--- config.mk ---
export PLATFORM = sky130hd
export DESIGN_NAME = acq_fifo_ctrl
export DESIGN_NICKNAME = d
export VERILOG_FILES = /design/src/hdl/acq_pkg.sv /design/src/hdl/sample_fifo.sv /design/src/hdl/flag_irq.sv /design/src/hdl/acq_fifo_ctrl.sv
export SDC_FILE = /design/constraint.sdc
export NUM_CORES = 2
export LEC_CHECK = 0
export BUFFER_PORTS_ARGS = -buffer_cell sky130_fd_sc_hd__buf_2
export CAP_MARGIN = 5
export CORE_ASPECT_RATIO = 0.9
export CORE_MARGIN = 2
export CORE_UTILIZATION = 39
export CTS_CLUSTER_SIZE = 28
export DETAILED_ROUTE_END_ITERATION = 12
export PLACE_DENSITY = 0.56
export RECOVER_POWER = 25
export SLEW_MARGIN = 20
export SYNTH_ARGS = -nofsm -noshare
export SYNTH_HDL_FRONTEND = slang
export SYNTH_SLANG_ARGS = --single-unit
--- constraint.sdc ---
create_clock -name i_ref_clk -period 11.94 [get_ports i_ref_clk]
set_clock_uncertainty 0.2 [all_clocks]
set_input_delay 1.194 -clock i_ref_clk [delete_from_list [all_inputs] [get_ports i_ref_clk]]
set_output_delay 1.194 -clock i_ref_clk [all_outputs]
set_load 0.01 [all_outputs]
--- src/hdl/acq_pkg.sv ---
// Constants and types for the acquisition block FIFO control
//------------------------------------------------------------
// Overview of operation
// - Mode bit picks single or continuous
// - Single mode stops after one block
// - Block size comes from length register
// - Single block done sets flag, goes idle
// - Continuous mode writes until FIFO full
// - Continuous full sets flag, goes idle
// - Continuous: occupancy reaching length flags block
// - Each sample read frees its location
// - Fast host reading keeps acquisition running
//------------------------------------------------------------
package acq_pkg;

    // Storage geometry
    localparam int SAMPLE_W = 16;
    localparam int DEPTH = 256;
    localparam int PTR_W = 8;
    localparam int COUNT_W = 9;

    // Register bus
    localparam int ADDR_W = 8;
    localparam logic [7:0] CTRL_OFFSET = 8'h00;
    localparam logic [7:0] LEN_OFFSET = 8'h04;
    localparam logic [7:0] STATUS_OFFSET = 8'h08;
    localparam logic [7:0] MASK_OFFSET = 8'h0C;
    localparam logic [7:0] STATE_OFFSET = 8'h10;
    localparam logic [7:0] DATA_OFFSET = 8'h14;
    localparam logic [1:0] RESP_OKAY = 2'h0;
    localparam logic [1:0] RESP_SLVERR = 2'h2;

    // Control fields
    localparam int CTRL_MODE_BIT = 0;
    localparam int CTRL_START_BIT = 1;
    localparam logic MODE_SINGLE = 1'h0;
    localparam logic MODE_CONT = 1'h1;
    localparam logic MODE_RESET = MODE_SINGLE;

    // Block length, in samples
    localparam logic [COUNT_W-1:0] LEN_MIN = 9'h001;
    localparam logic [COUNT_W-1:0] LEN_MAX = 9'h100;
    localparam logic [COUNT_W-1:0] LEN_RESET = 9'h100;

    // Status and mask layout
    localparam int FLAG_W = 2;
    localparam int FLAG_DONE = 0;
    localparam int FLAG_BLOCK = 1;
    localparam logic [FLAG_W-1:0] FLAG_RESET = 2'h0;

    // State register fields
    localparam int STATE_ACQ_BIT = 0;
    localparam int STATE_COUNT_LSB = 16;

    typedef enum logic [1:0] {
        idle_state = 2'b01,
        acquiring_state = 2'b10
    } acq_state_type;

    // Merge a bus write into a word under its byte strobes
    function automatic logic [31:0] apply_strb(input logic [31:0] old_val,
                                               input logic [31:0] new_val,
                                               input logic [3:0] strb);
        logic [31:0] res;
        res = old_val;
        for (int i = 0; i < 4; i++) begin
            if (strb[i]) begin
                res[i*8 +: 8] = new_val[i*8 +: 8];
            end
        end
        return res;
    endfunction

    // Keep a block length inside what the FIFO can hold
    function automatic logic [COUNT_W-1:0] clamp_len(input logic [31:0] v);
        logic [COUNT_W-1:0] res;
        if (v == 32'h0000_0000) begin
            res = LEN_MIN;
        end else if (v > 32'(LEN_MAX)) begin
            res = LEN_MAX;
        end else begin
            res = v[COUNT_W-1:0];
        end
        return res;
    endfunction

endpackage

--- src/hdl/sample_fifo.sv ---
// Sample FIFO held in flip-flops with occupancy count
`timescale 1ns/1ns
module sample_fifo
    import acq_pkg::*;
(
    // Clock and reset
    input wire logic i_ref_clk,
    input wire logic i_rst_n,
    // Write side
    input wire logic i_wr,
    input wire logic [SAMPLE_W-1:0] i_wr_data,
    // Read side
    input wire logic i_rd,
    output logic [SAMPLE_W-1:0] o_rd_data,
    // Fill state
    output logic [COUNT_W-1:0] o_count,
    output logic o_full,
    output logic o_empty
);

    logic [SAMPLE_W-1:0] mem [DEPTH];
    logic [PTR_W-1:0] wr_ptr;
    logic [PTR_W-1:0] rd_ptr;
    logic [COUNT_W-1:0] count;
    logic [PTR_W-1:0] next_wr_ptr;
    logic [PTR_W-1:0] next_rd_ptr;
    logic [COUNT_W-1:0] next_count;
    logic do_wr;
    logic do_rd;

    assign o_full = (count == COUNT_W'(DEPTH));
    assign o_empty = (count == '0);
    assign o_count = count;
    assign o_rd_data = mem[rd_ptr];

    always_comb begin
        do_wr = i_wr && !o_full;
        do_rd = i_rd && !o_empty;
        next_wr_ptr = do_wr ? wr_ptr + 1'b1 : wr_ptr;
        next_rd_ptr = do_rd ? rd_ptr + 1'b1 : rd_ptr;
        next_count = count;
        if (do_wr && !do_rd) begin
            next_count = count + 1'b1;
        end else if (do_rd && !do_wr) begin
            next_count = count - 1'b1;
        end
    end

    always_ff @(posedge i_ref_clk or negedge i_rst_n) begin
        if (!i_rst_n) begin
            wr_ptr <= '0;
            rd_ptr <= '0;
            count <= '0;
        end else begin
            wr_ptr <= next_wr_ptr;
            rd_ptr <= next_rd_ptr;
            count <= next_count;
        end
    end

    // Storage has no reset; contents are only read once written
    always_ff @(posedge i_ref_clk) begin
        if (do_wr) begin
            mem[wr_ptr] <= i_wr_data;
        end
    end

endmodule

--- src/hdl/flag_irq.sv ---
// Sticky status flags, interrupt mask and interrupt output
`timescale 1ns/1ns
module flag_irq
    import acq_pkg::*;
(
    // Clock and reset
    input wire logic i_ref_clk,
    input wire logic i_rst_n,
    // Events and software access
    input wire logic [FLAG_W-1:0] i_set,
    input wire logic [FLAG_W-1:0] i_clear,
    input wire logic i_mask_we,
    input wire logic [FLAG_W-1:0] i_mask_data,
    // State
    output logic [FLAG_W-1:0] o_status,
    output logic [FLAG_W-1:0] o_mask,
    output logic o_irq
);

    logic [FLAG_W-1:0] status;
    logic [FLAG_W-1:0] mask;
    logic irq;
    logic [FLAG_W-1:0] next_status;
    logic [FLAG_W-1:0] next_mask;
    logic next_irq;

    always_comb begin
        // Set beats clear so a same-cycle event is kept
        next_status = (status & ~i_clear) | i_set;
        next_mask = i_mask_we ? i_mask_data : mask;
        next_irq = |(next_status & next_mask);
    end

    always_ff @(posedge i_ref_clk or negedge i_rst_n) begin
        if (!i_rst_n) begin
            status <= FLAG_RESET;
            mask <= FLAG_RESET;
            irq <= 1'b0;
        end else begin
            status <= next_status;
            mask <= next_mask;
            irq <= next_irq;
        end
    end

    assign o_status = status;
    assign o_mask = mask;
    assign o_irq = irq;

endmodule

--- src/hdl/acq_fifo_ctrl.sv ---
// Acquisition control: mode, block capture, AXI4-Lite register slave
`timescale 1ns/1ns
module acq_fifo_ctrl
    import acq_pkg::*;
(
    // Clock and reset
    input wire logic i_ref_clk,
    input wire logic i_rst_n,
    // Sample stream from the converter path
    input wire logic i_sample_valid,
    input wire logic [SAMPLE_W-1:0] i_sample_data,
    // AXI4-Lite write address
    input wire logic i_axi_awvalid,
    output logic o_axi_awready,
    input wire logic [ADDR_W-1:0] i_axi_awaddr,
    input wire logic [2:0] i_axi_awprot,
    // AXI4-Lite write data
    input wire logic i_axi_wvalid,
    output logic o_axi_wready,
    input wire logic [31:0] i_axi_wdata,
    input wire logic [3:0] i_axi_wstrb,
    // AXI4-Lite write response
    output logic o_axi_bvalid,
    input wire logic i_axi_bready,
    output logic [1:0] o_axi_bresp,
    // AXI4-Lite read address
    input wire logic i_axi_arvalid,
    output logic o_axi_arready,
    input wire logic [ADDR_W-1:0] i_axi_araddr,
    input wire logic [2:0] i_axi_arprot,
    // AXI4-Lite read data
    output logic o_axi_rvalid,
    input wire logic i_axi_rready,
    output logic [31:0] o_axi_rdata,
    output logic [1:0] o_axi_rresp,
    // Status to the system
    output logic o_irq,
    output logic o_acquiring
);

    //--------------------------------------------------------
    // Declarations
    //--------------------------------------------------------
    acq_state_type state;
    acq_state_type next_state;
    logic mode;
    logic next_mode;
    logic [COUNT_W-1:0] block_len;
    logic [COUNT_W-1:0] next_block_len;
    logic [COUNT_W-1:0] captured;
    logic [COUNT_W-1:0] next_captured;
    logic acquiring;
    logic next_acquiring;

    logic awready;
    logic wready;
    logic bvalid;
    logic [1:0] bresp;
    logic aw_held;
    logic w_held;
    logic [ADDR_W-1:0] aw_addr;
    logic [31:0] w_data;
    logic [3:0] w_strb;
    logic next_awready;
    logic next_wready;
    logic next_bvalid;
    logic [1:0] next_bresp;
    logic next_aw_held;
    logic next_w_held;
    logic [ADDR_W-1:0] next_aw_addr;
    logic [31:0] next_w_data;
    logic [3:0] next_w_strb;

    logic arready;
    logic rvalid;
    logic [31:0] rdata;
    logic [1:0] rresp;
    logic next_arready;
    logic next_rvalid;
    logic [31:0] next_rdata;
    logic [1:0] next_rresp;

    logic do_write;
    logic wr_ctrl;
    logic wr_len;
    logic wr_status;
    logic wr_mask;
    logic rd_take;
    logic [31:0] ctrl_word;
    logic [31:0] len_word;
    logic start_req;
    logic [FLAG_W-1:0] flag_set;
    logic [FLAG_W-1:0] flag_clear;
    logic [FLAG_W-1:0] status;
    logic [FLAG_W-1:0] mask;

    logic fifo_wr;
    logic fifo_rd;
    logic [SAMPLE_W-1:0] fifo_rd_data;
    logic [COUNT_W-1:0] fifo_count;
    logic fifo_full;
    logic fifo_empty;

    //--------------------------------------------------------
    // Submodules
    //--------------------------------------------------------
    sample_fifo u_fifo (
        .i_ref_clk(i_ref_clk),
        .i_rst_n(i_rst_n),
        .i_wr(fifo_wr),
        .i_wr_data(i_sample_data),
        .i_rd(fifo_rd),
        .o_rd_data(fifo_rd_data),
        .o_count(fifo_count),
        .o_full(fifo_full),
        .o_empty(fifo_empty)
    );

    flag_irq u_flags (
        .i_ref_clk(i_ref_clk),
        .i_rst_n(i_rst_n),
        .i_set(flag_set),
        .i_clear(flag_clear),
        .i_mask_we(wr_mask),
        .i_mask_data(next_mask_bits(w_data, w_strb)),
        .o_status(status),
        .o_mask(mask),
        .o_irq(o_irq)
    );

    // Mask written under the low byte strobe only
    function automatic logic [FLAG_W-1:0] next_mask_bits(
        input logic [31:0] d, input logic [3:0] s);
        logic [31:0] merged;
        merged = apply_strb({{(32-FLAG_W){1'b0}}, mask}, d, s);
        return merged[FLAG_W-1:0];
    endfunction

    //--------------------------------------------------------
    // Register write decode
    //--------------------------------------------------------
    always_comb begin
        do_write = aw_held && w_held && !bvalid;
        wr_ctrl = do_write && (aw_addr == CTRL_OFFSET);
        wr_len = do_write && (aw_addr == LEN_OFFSET);
        wr_status = do_write && (aw_addr == STATUS_OFFSET);
        wr_mask = do_write && (aw_addr == MASK_OFFSET);
        ctrl_word = apply_strb({31'h0000_0000, mode}, w_data, w_strb);
        len_word = apply_strb({23'h00_0000, block_len}, w_data, w_strb);
        start_req = wr_ctrl && ctrl_word[CTRL_START_BIT];
        // Writing a one clears that flag
        flag_clear = '0;
        if (wr_status && w_strb[0]) begin
            flag_clear = w_data[FLAG_W-1:0];
        end
        rd_take = i_axi_arvalid && arready;
        fifo_rd = rd_take && (i_axi_araddr == DATA_OFFSET) && !fifo_empty;
    end

    //--------------------------------------------------------
    // Acquisition state machine
    //--------------------------------------------------------
    always_comb begin
        next_state = state;
        next_mode = mode;
        next_block_len = block_len;
        next_captured = captured;
        fifo_wr = 1'b0;
        flag_set = '0;
        if (wr_ctrl) begin
            next_mode = ctrl_word[CTRL_MODE_BIT];
        end
        if (wr_len) begin
            next_block_len = clamp_len(len_word);
        end
        unique case (state)
            idle_state: begin
                // A start while acquiring is ignored
                if (start_req) begin
                    next_state = acquiring_state;
                    next_captured = '0;
                end
            end
            acquiring_state: begin
                if (mode == MODE_SINGLE) begin
                    // Samples offered while the FIFO is full are lost
                    fifo_wr = i_sample_valid && !fifo_full &&
                              (captured < block_len);
                    if (fifo_wr) begin
                        next_captured = captured + 1'b1;
                    end
                    if (next_captured >= block_len) begin
                        next_state = idle_state;
                        flag_set[FLAG_DONE] = 1'b1;
                    end
                end else begin
                    fifo_wr = i_sample_valid && !fifo_full;
                    if (fifo_full) begin
                        next_state = idle_state;
                        flag_set[FLAG_DONE] = 1'b1;
                    end
                    if (fifo_count >= block_len) begin
                        flag_set[FLAG_BLOCK] = 1'b1;
                    end
                end
            end
        endcase
        next_acquiring = (next_state == acquiring_state);
    end

    always_ff @(posedge i_ref_clk or negedge i_rst_n) begin
        if (!i_rst_n) begin
            state <= idle_state;
            mode <= MODE_RESET;
            block_len <= LEN_RESET;
            captured <= '0;
            acquiring <= 1'b0;
        end else begin
            state <= next_state;
            mode <= next_mode;
            block_len <= next_block_len;
            captured <= next_captured;
            acquiring <= next_acquiring;
        end
    end

    //--------------------------------------------------------
    // AXI4-Lite write channels
    //--------------------------------------------------------
    always_comb begin
        next_aw_held = aw_held;
        next_w_held = w_held;
        next_aw_addr = aw_addr;
        next_w_data = w_data;
        next_w_strb = w_strb;
        next_bvalid = bvalid;
        next_bresp = bresp;
        if (i_axi_awvalid && awready) begin
            next_aw_held = 1'b1;
            next_aw_addr = i_axi_awaddr;
        end
        if (i_axi_wvalid && wready) begin
            next_w_held = 1'b1;
            next_w_data = i_axi_wdata;
            next_w_strb = i_axi_wstrb;
        end
        if (bvalid && i_axi_bready) begin
            next_bvalid = 1'b0;
        end
        if (do_write) begin
            next_aw_held = 1'b0;
            next_w_held = 1'b0;
            next_bvalid = 1'b1;
            next_bresp = (wr_ctrl || wr_len || wr_status || wr_mask) ?
                         RESP_OKAY : RESP_SLVERR;
        end
        // One write in flight: no new address or data until answered
        next_awready = !next_aw_held && !next_bvalid;
        next_wready = !next_w_held && !next_bvalid;
    end

    always_ff @(posedge i_ref_clk or negedge i_rst_n) begin
        if (!i_rst_n) begin
            awready <= 1'b0;
            wready <= 1'b0;
            bvalid <= 1'b0;
            bresp <= RESP_OKAY;
            aw_held <= 1'b0;
            w_held <= 1'b0;
            aw_addr <= '0;
            w_data <= 32'h0000_0000;
            w_strb <= 4'h0;
        end else begin
            awready <= next_awready;
            wready <= next_wready;
            bvalid <= next_bvalid;
            bresp <= next_bresp;
            aw_held <= next_aw_held;
            w_held <= next_w_held;
            aw_addr <= next_aw_addr;
            w_data <= next_w_data;
            w_strb <= next_w_strb;
        end
    end

    //--------------------------------------------------------
    // AXI4-Lite read channels
    //--------------------------------------------------------
    always_comb begin
        next_rvalid = rvalid;
        next_rdata = rdata;
        next_rresp = rresp;
        if (rvalid && i_axi_rready) begin
            next_rvalid = 1'b0;
        end
        if (rd_take) begin
            next_rvalid = 1'b1;
            next_rresp = RESP_OKAY;
            next_rdata = 32'h0000_0000;
            unique case (i_axi_araddr)
                CTRL_OFFSET: next_rdata[CTRL_MODE_BIT] = mode;
                LEN_OFFSET: next_rdata[COUNT_W-1:0] = block_len;
                STATUS_OFFSET: next_rdata[FLAG_W-1:0] = status;
                MASK_OFFSET: next_rdata[FLAG_W-1:0] = mask;
                STATE_OFFSET: begin
                    next_rdata[STATE_ACQ_BIT] = acquiring;
                    next_rdata[STATE_COUNT_LSB +: COUNT_W] = fifo_count;
                end
                // Reading an empty FIFO returns zero and pops nothing
                DATA_OFFSET: begin
                    if (!fifo_empty) begin
                        next_rdata[SAMPLE_W-1:0] = fifo_rd_data;
                    end
                end
                default: next_rresp = RESP_SLVERR;
            endcase
        end
        next_arready = !next_rvalid;
    end

    always_ff @(posedge i_ref_clk or negedge i_rst_n) begin
        if (!i_rst_n) begin
            arready <= 1'b0;
            rvalid <= 1'b0;
            rdata <= 32'h0000_0000;
            rresp <= RESP_OKAY;
        end else begin
            arready <= next_arready;
            rvalid <= next_rvalid;
            rdata <= next_rdata;
            rresp <= next_rresp;
        end
    end

    //--------------------------------------------------------
    // Outputs
    //--------------------------------------------------------
    assign o_axi_awready = awready;
    assign o_axi_wready = wready;
    assign o_axi_bvalid = bvalid;
    assign o_axi_bresp = bresp;
    assign o_axi_arready = arready;
    assign o_axi_rvalid = rvalid;
    assign o_axi_rdata = rdata;
    assign o_axi_rresp = rresp;
    assign o_acquiring = acquiring;

endmodule

Word-level counts from Yosys, hierarchy flattened
Memory sizes are Yosys's and may differ from the RTL's. Index checks and enable logic that the tools add are counted.

Register bits after elaboration: 132. RAM bits: 4096. Bits of input ports: 82. Output and inout port bits: 43. Word-level logic and storage cells: 145. Memories: 1.

Memory list: u_fifo.mem (depth 256, width 16, read ports 1, clocked after memory_dff 0, wr ports 1, RTL line sample_fifo.sv:21) `logic [SAMPLE_W-1:0] mem [DEPTH];`.

$add $sub $neg: 5. Magnitude comparators: 4. Equal/unequal tests: 14. Multiplexer cells: 49. Bitwise operators: 4. Reduce and logical (&&, ||, !) cells: 44.

Operators by type and width (count): 9-bit two-way mux (10); 8-bit by 4-bit == test with 1-bit output (second input constant) (4); 32-bit by 9-bit > comparator with 1-bit output (second input constant) (1); 32-bit logical NOT (1); 8-bit two-way mux (4); 1-bit logical AND (23); 2-bit two-way mux (11); 9-bit by 1-bit adder with 9-bit output (second input constant) (2); 9-bit greater-or-equal comparator (2); 9-bit case mux with 2 select lines (1); 1-bit two-way mux (17); 8-bit by 1-bit adder with 8-bit output (second input constant) (2); 8-bit by 3-bit == test with 1-bit output (second input constant) (2); 8-bit by 5-bit == test with 1-bit output (second input constant) (2); 8-bit logical NOT (2); 16-bit two-way mux (1); 7-bit case mux with 2 select lines (1); 9-bit == test (second input constant) (1); 1-bit logical NOT (9); 9-bit logical NOT (1); 9-bit < comparator (1); 9-bit by 1-bit subtractor with 9-bit output (second input constant) (1); 7-bit two-way mux (1); 1-bit case mux with 6 select lines (1); 13 further kinds (19).

Longest topological paths before layout
Depth after elaboration: 14. Mapped depth: 23. Gate-level depth less buffers: 20.

By module
A second synthesis with hierarchy kept.

Cells, all modules: 7455. Area, all modules: 163135.2 µm².

By module, submodules not included: sample_fifo (times used 1, cells an instance 6984, area an instance 157826.4 µm²); acq_fifo_ctrl (times used 1, cells an instance 459, area an instance 5126.2 µm²); flag_irq (times used 1, cells an instance 12, area an instance 182.7 µm²).

Worst setup path before layout
Ideal clock, no wire load.

Path kind: flip-flop to flip-flop. From: register block_len[1]. To: register u_fifo.count[8], in the netlist u_fifo.o_count[8]. Setup time: 0.136 ns. Data arrival time: 4.503 ns. Data required time: 11.604 ns. Slack: 7.101 ns. Cell stages (with the launch flop): 23. Buffers on the path: 3. Period minus slack after synthesis: 4.839 ns. Cell sequence: dfrtp_1 > inv_1 > ha_1 > a21o_1 > a21o_1 > a21o_1 > a21oi_1 > o21a_1 > buf_2 > o21ai_1 > clkbuf_1 > buf_1 > inv_1 > ha_1 > inv_1 > fa_1 > a21o_1 > a21oi_1 > o21bai_1 > a21oi_1 > o21bai_1 > a2111oi_0 > o31ai_1.

Longest elaborated chain between the ends: 8. Elaborated cells between the ends (all ways): 10.

Ends and longest elaborated chain: from (decl) (RTL line acq_fifo_ctrl.sv:48) `logic [COUNT_W-1:0] block_len;`; from (signal assigned) (RTL line acq_fifo_ctrl.sv:221) `block_len <= next_block_len;`; 9-bit < comparator (*) (RTL line acq_fifo_ctrl.sv:188) `(captured < block_len);`; 1-bit logical AND (*) (RTL line acq_fifo_ctrl.sv:187) `fifo_wr = i_sample_valid && !fifo_full &&`; 1-bit two-way mux (*) (RTL line acq_fifo_ctrl.sv:185) `if (mode == MODE_SINGLE) begin`; 1-bit two-way mux (*) (RTL line acq_fifo_ctrl.sv:176) `unique case (state)`; 1-bit logical AND (*) (RTL line sample_fifo.sv:37) `do_wr = i_wr && !o_full;`; named net u_fifo.do_wr (RTL line sample_fifo.sv:28) `logic do_wr;`; 1-bit logical NOT (RTL line sample_fifo.sv:44) `end else if (do_rd && !do_wr) begin`; 1-bit logical AND (RTL line sample_fifo.sv:44); 2-bit nonzero test (no source line); to (signal assigned) (RTL line sample_fifo.sv:57) `count <= next_count;`; to (decl) (RTL line sample_fifo.sv:24) `logic [COUNT_W-1:0] count;`.

Mark *: on every way through the listed nets, which the timed path passes. The rest lies on a longest branch. A chain may end at the register's enable or synchronous reset.

Final worst setup path
From: input i_sample_data[10]. To: memory u_fifo.mem[56][10] (data pin).

RTL lines: from (decl) (RTL line acq_fifo_ctrl.sv:11) `input wire logic [SAMPLE_W-1:0] i_sample_data,`; to (decl) (RTL line sample_fifo.sv:21).

No word-level cell before the write port.

==> flow_summary.yaml <==
run_status:
  run_status: "complete, but fails checks"
  violations: "max-capacitance violations, max-slew violations"
synthesis:
  synth-seq-cells: 4226
  avgSynthCellArea_um2: 23.4
  synth_edf_count: 4096
  synth.top_cell.area_share_pct: 75.1
  synth_area_leaders: "edfxtp_1, mux4_2, dfrtp_1"
  synth_cells: 6991
  yosys.area.top_type: "edfxtp_1"
  synth_ff_type: "edfxtp_1"
  ys_seq_area_share_pct: 77.1
  synth.cell_area_um2: 164000
  synth_async_sr_flop_share_pct: 3.08
  yosysWarnings: 0
  ys_types: 66
critical_path:
  cp_max_fo: 97
  cp.required_ns: 12.35
  worstSetupPathType: "primary input to flop"
  worstRegToRegCells: 12
  critical_path.startpoint_type: "primary input"
  critical_path_arrival_ns: 8.39
  worstSetupEndpointType: "flop"
pwr:
  ir_worst_vdd_mv: 0.125
  p_per_area_nw_per_um2: 160
  power.leakage_nw: 55.9
drt:
  wl_mm: 430
  ant_nets: 0
  vias_per_cell: 5.78
  drc: 0
  vias: 77700
  drt_iter0_markers: 10000
  wire_per_inst_um: 32.0
  firstDrtPassIters: 6
clock_tree:
  cts_tree: "built"
  clkTransAtPathRegs_ns: 0.06
  clockRootBuffer: "clkbuf_16"
  cts_hold_buf: 1
  cts_resized: 0
  clock_sinks: 4226
  clock_path_buffers: 4
  numCtsBuffers: 421
  clkLatencyLatePin_ns: 0.99
  htreeDepth: 5
  cts_setup_buffers: 0
sta:
  slew_headroom_pct: -299
  finalHoldViolations: 0
  min_period_over_period_pct: 66.8
  maxSlewViolCount: 2693
  setup_viol: 0
  rsz0062_at_grt: "no"
  fmax_mhz: 125
  fin_crit_ns: 7.98
  tightest_slew_ns: 5.99
  fin_setup_tns_ns: 0
placement:
  placedCellCount: 12700
  portBuffers: 109
  dp_hpwl_mm: 248
  place_area_um2: 174000
  gp_congestion: 0.803
floorplanning:
  initial_utilization_pct: 39.2
  core_area_um2: 418000
  die_y_um: 619
  die_x_um: 687
  rows: 225
  io_pins: 125
  die_area_um2: 425000
global_route:
  grt_max_degree: 116
  grt_pass1_wl_mm: 602
  grt_pass1_vias: 77600
  track_usage_pct: 19.9
  grt_antenna_before_repair: 26
  grt-ovfl-total: 0
hold_path:
  hold_path_depth: 2
  hold_class: "primary input to flop"
finish:
  area_growth_pct: 14.4
  final_cell_area_um2: 187000
  fin_util_pct: 44.8
  drive_above_1_share_pct: 34.0
  instances_no_fill: 13500
  fillers: 34700
  final_nets: 7649
run:
  drv_cap: 31
-- metal layers --
layer	vias to the layer above	routed length, µm	track usage (%)
met3	588	35600	3.50
met5	-	60	0
met2	3310	198000	30.8
li1	31200	-	-
met4	8	12000	5.20
met1	42600	185000	29.5
-- cell type report --
| type | instances | area (µm²) | share of cell area [%] |
|---|---|---|---|
| Inverter | 33 | 124 | 0.0661 |
| Tap cell | 5561 | 6960 | 3.72 |
| Antenna cell | 12 | 30.0 | 0.0160 |
| Multi-Input combinational cell | 2335 | 36800 | 19.6 |
| Sequential cell | 4226 | 126000 | 67.4 |
| Clock buffer | 528 | 11200 | 5.97 |
| Timing Repair Buffer | 509 | 3670 | 1.96 |
| Clock inverter | 248 | 2240 | 1.20 |
-- Yosys cell counts (22+ instances only) --
cell type	n
buf_4	65
nand2_1	106
ha_1	40
buf_2	95
o21ai_0	56
xnor2_1	26
mux4_2	1241
a21oi_1	33
a22o_1	22
mux2i_1	129
inv_1	32
nor3_1	293
nor2_1	48
clkbuf_1	192
nand3_1	33
a22oi_1	24
mux2_2	61
o221ai_1	26
buf_1	31
dfrtp_1	128
edfxtp_1	4096
buf_6	22
-- sequential cells by signal, indices dropped and copies added, names as in the netlist, 4 cells and up --
signal and count:
w_strb 4, u_fifo.wr_ptr 8, u_fifo.mem 4096, u_fifo.o_count 9, u_fifo.rd_ptr 8, block_len 9, o_axi_rdata 25, w_data 32
aw_addr 8, captured 9
-- per-stage QoR --
step	hold WS, ns	setup slack [ns]	power, mW
6_report	0.215	3.96	29.9
3_3_place_gp	0.233	6.21	17.3
2_1_floorplan	0.224	7.10	17.0
5_1_grt	0.182	3.37	30.8
4_1_cts	0.139	6.08	30.2
3_5_place_dp	0.259	6.13	17.3
-- worst paths after layout --
path,startpoint,to,slack (ns)
setup / recovery,i_sample_data[10],u_fifo.mem[56][10],3.96
hold / removal,i_axi_awvalid,o_axi_awready,0.22
setup reg to reg,block_len[6],u_fifo.mem[63][7],5.94
hold reg to reg,aw_held,o_axi_awready,0.27
max in group asynchronous,i_rst_n,u_fifo.rd_ptr[1],6.93
min in group asynchronous,i_rst_n,aw_addr[7],2.00
-- cell usage in the layout, fill, tap and decap left out, types with 7 or more instances in the layout --
| master | count |
|---|---|
| edfxtp_1 | 4096 |
| mux4_2 | 1241 |
| clkbuf_16 | 429 |
| buf_4 | 368 |
| nor3_2 | 255 |
| mux2i_1 | 129 |
| clkbuf_1 | 123 |
| dfrtp_1 | 121 |
| nand2_1 | 92 |
| buf_2 | 92 |
| clkinv_2 | 91 |
| clkinv_1 | 83 |
| mux2_2 | 61 |
| o21ai_0 | 54 |
| nor2_1 | 47 |
| ha_1 | 40 |
| nor3_1 | 35 |
| a21oi_1 | 33 |
| inv_1 | 32 |
| nand3_1 | 29 |
| bufinv_16 | 28 |
| xnor2_1 | 26 |
| o221ai_1 | 26 |
| a22oi_1 | 24 |
| a22o_1 | 22 |
| a221oi_1 | 19 |
| o22ai_1 | 17 |
| a21o_1 | 16 |
| clkinvlp_4 | 16 |
| nor2b_1 | 15 |
| buf_12 | 14 |
| diode_2 | 12 |
| nor4_1 | 12 |
| nand2_2 | 10 |
| a31oi_1 | 9 |
| conb_1 | 9 |
| clkinv_8 | 9 |
| clkinv_16 | 8 |
| clkbuf_8 | 8 |
| o211ai_1 | 7 |
-- critical path: stages --
cell and delay [ns]:
clkbuf_1 3.25, clkbuf_1 2.69, buf_4 0.96
-- kinds of logic after synthesis --
logic type	after synthesis	synth area share [%]
flops	4226	77.1
mux	1431	18.3
simple gates	548	1.62
buf+inv	438	1.33
compound gates	276	1.17
fa+ha+maj	41	0.318
xor+xnor	30	0.160
other cells	1	0.00229
-- power breakdown --
part	leakage (nW)	internal, mW	switching [mW]
clock	6.56	7.26	5.64
sequential	38.5	16.4	0.0753
combinational	10.9	0.170	0.409
Note: power is estimated with default switching activity, not from simulation.
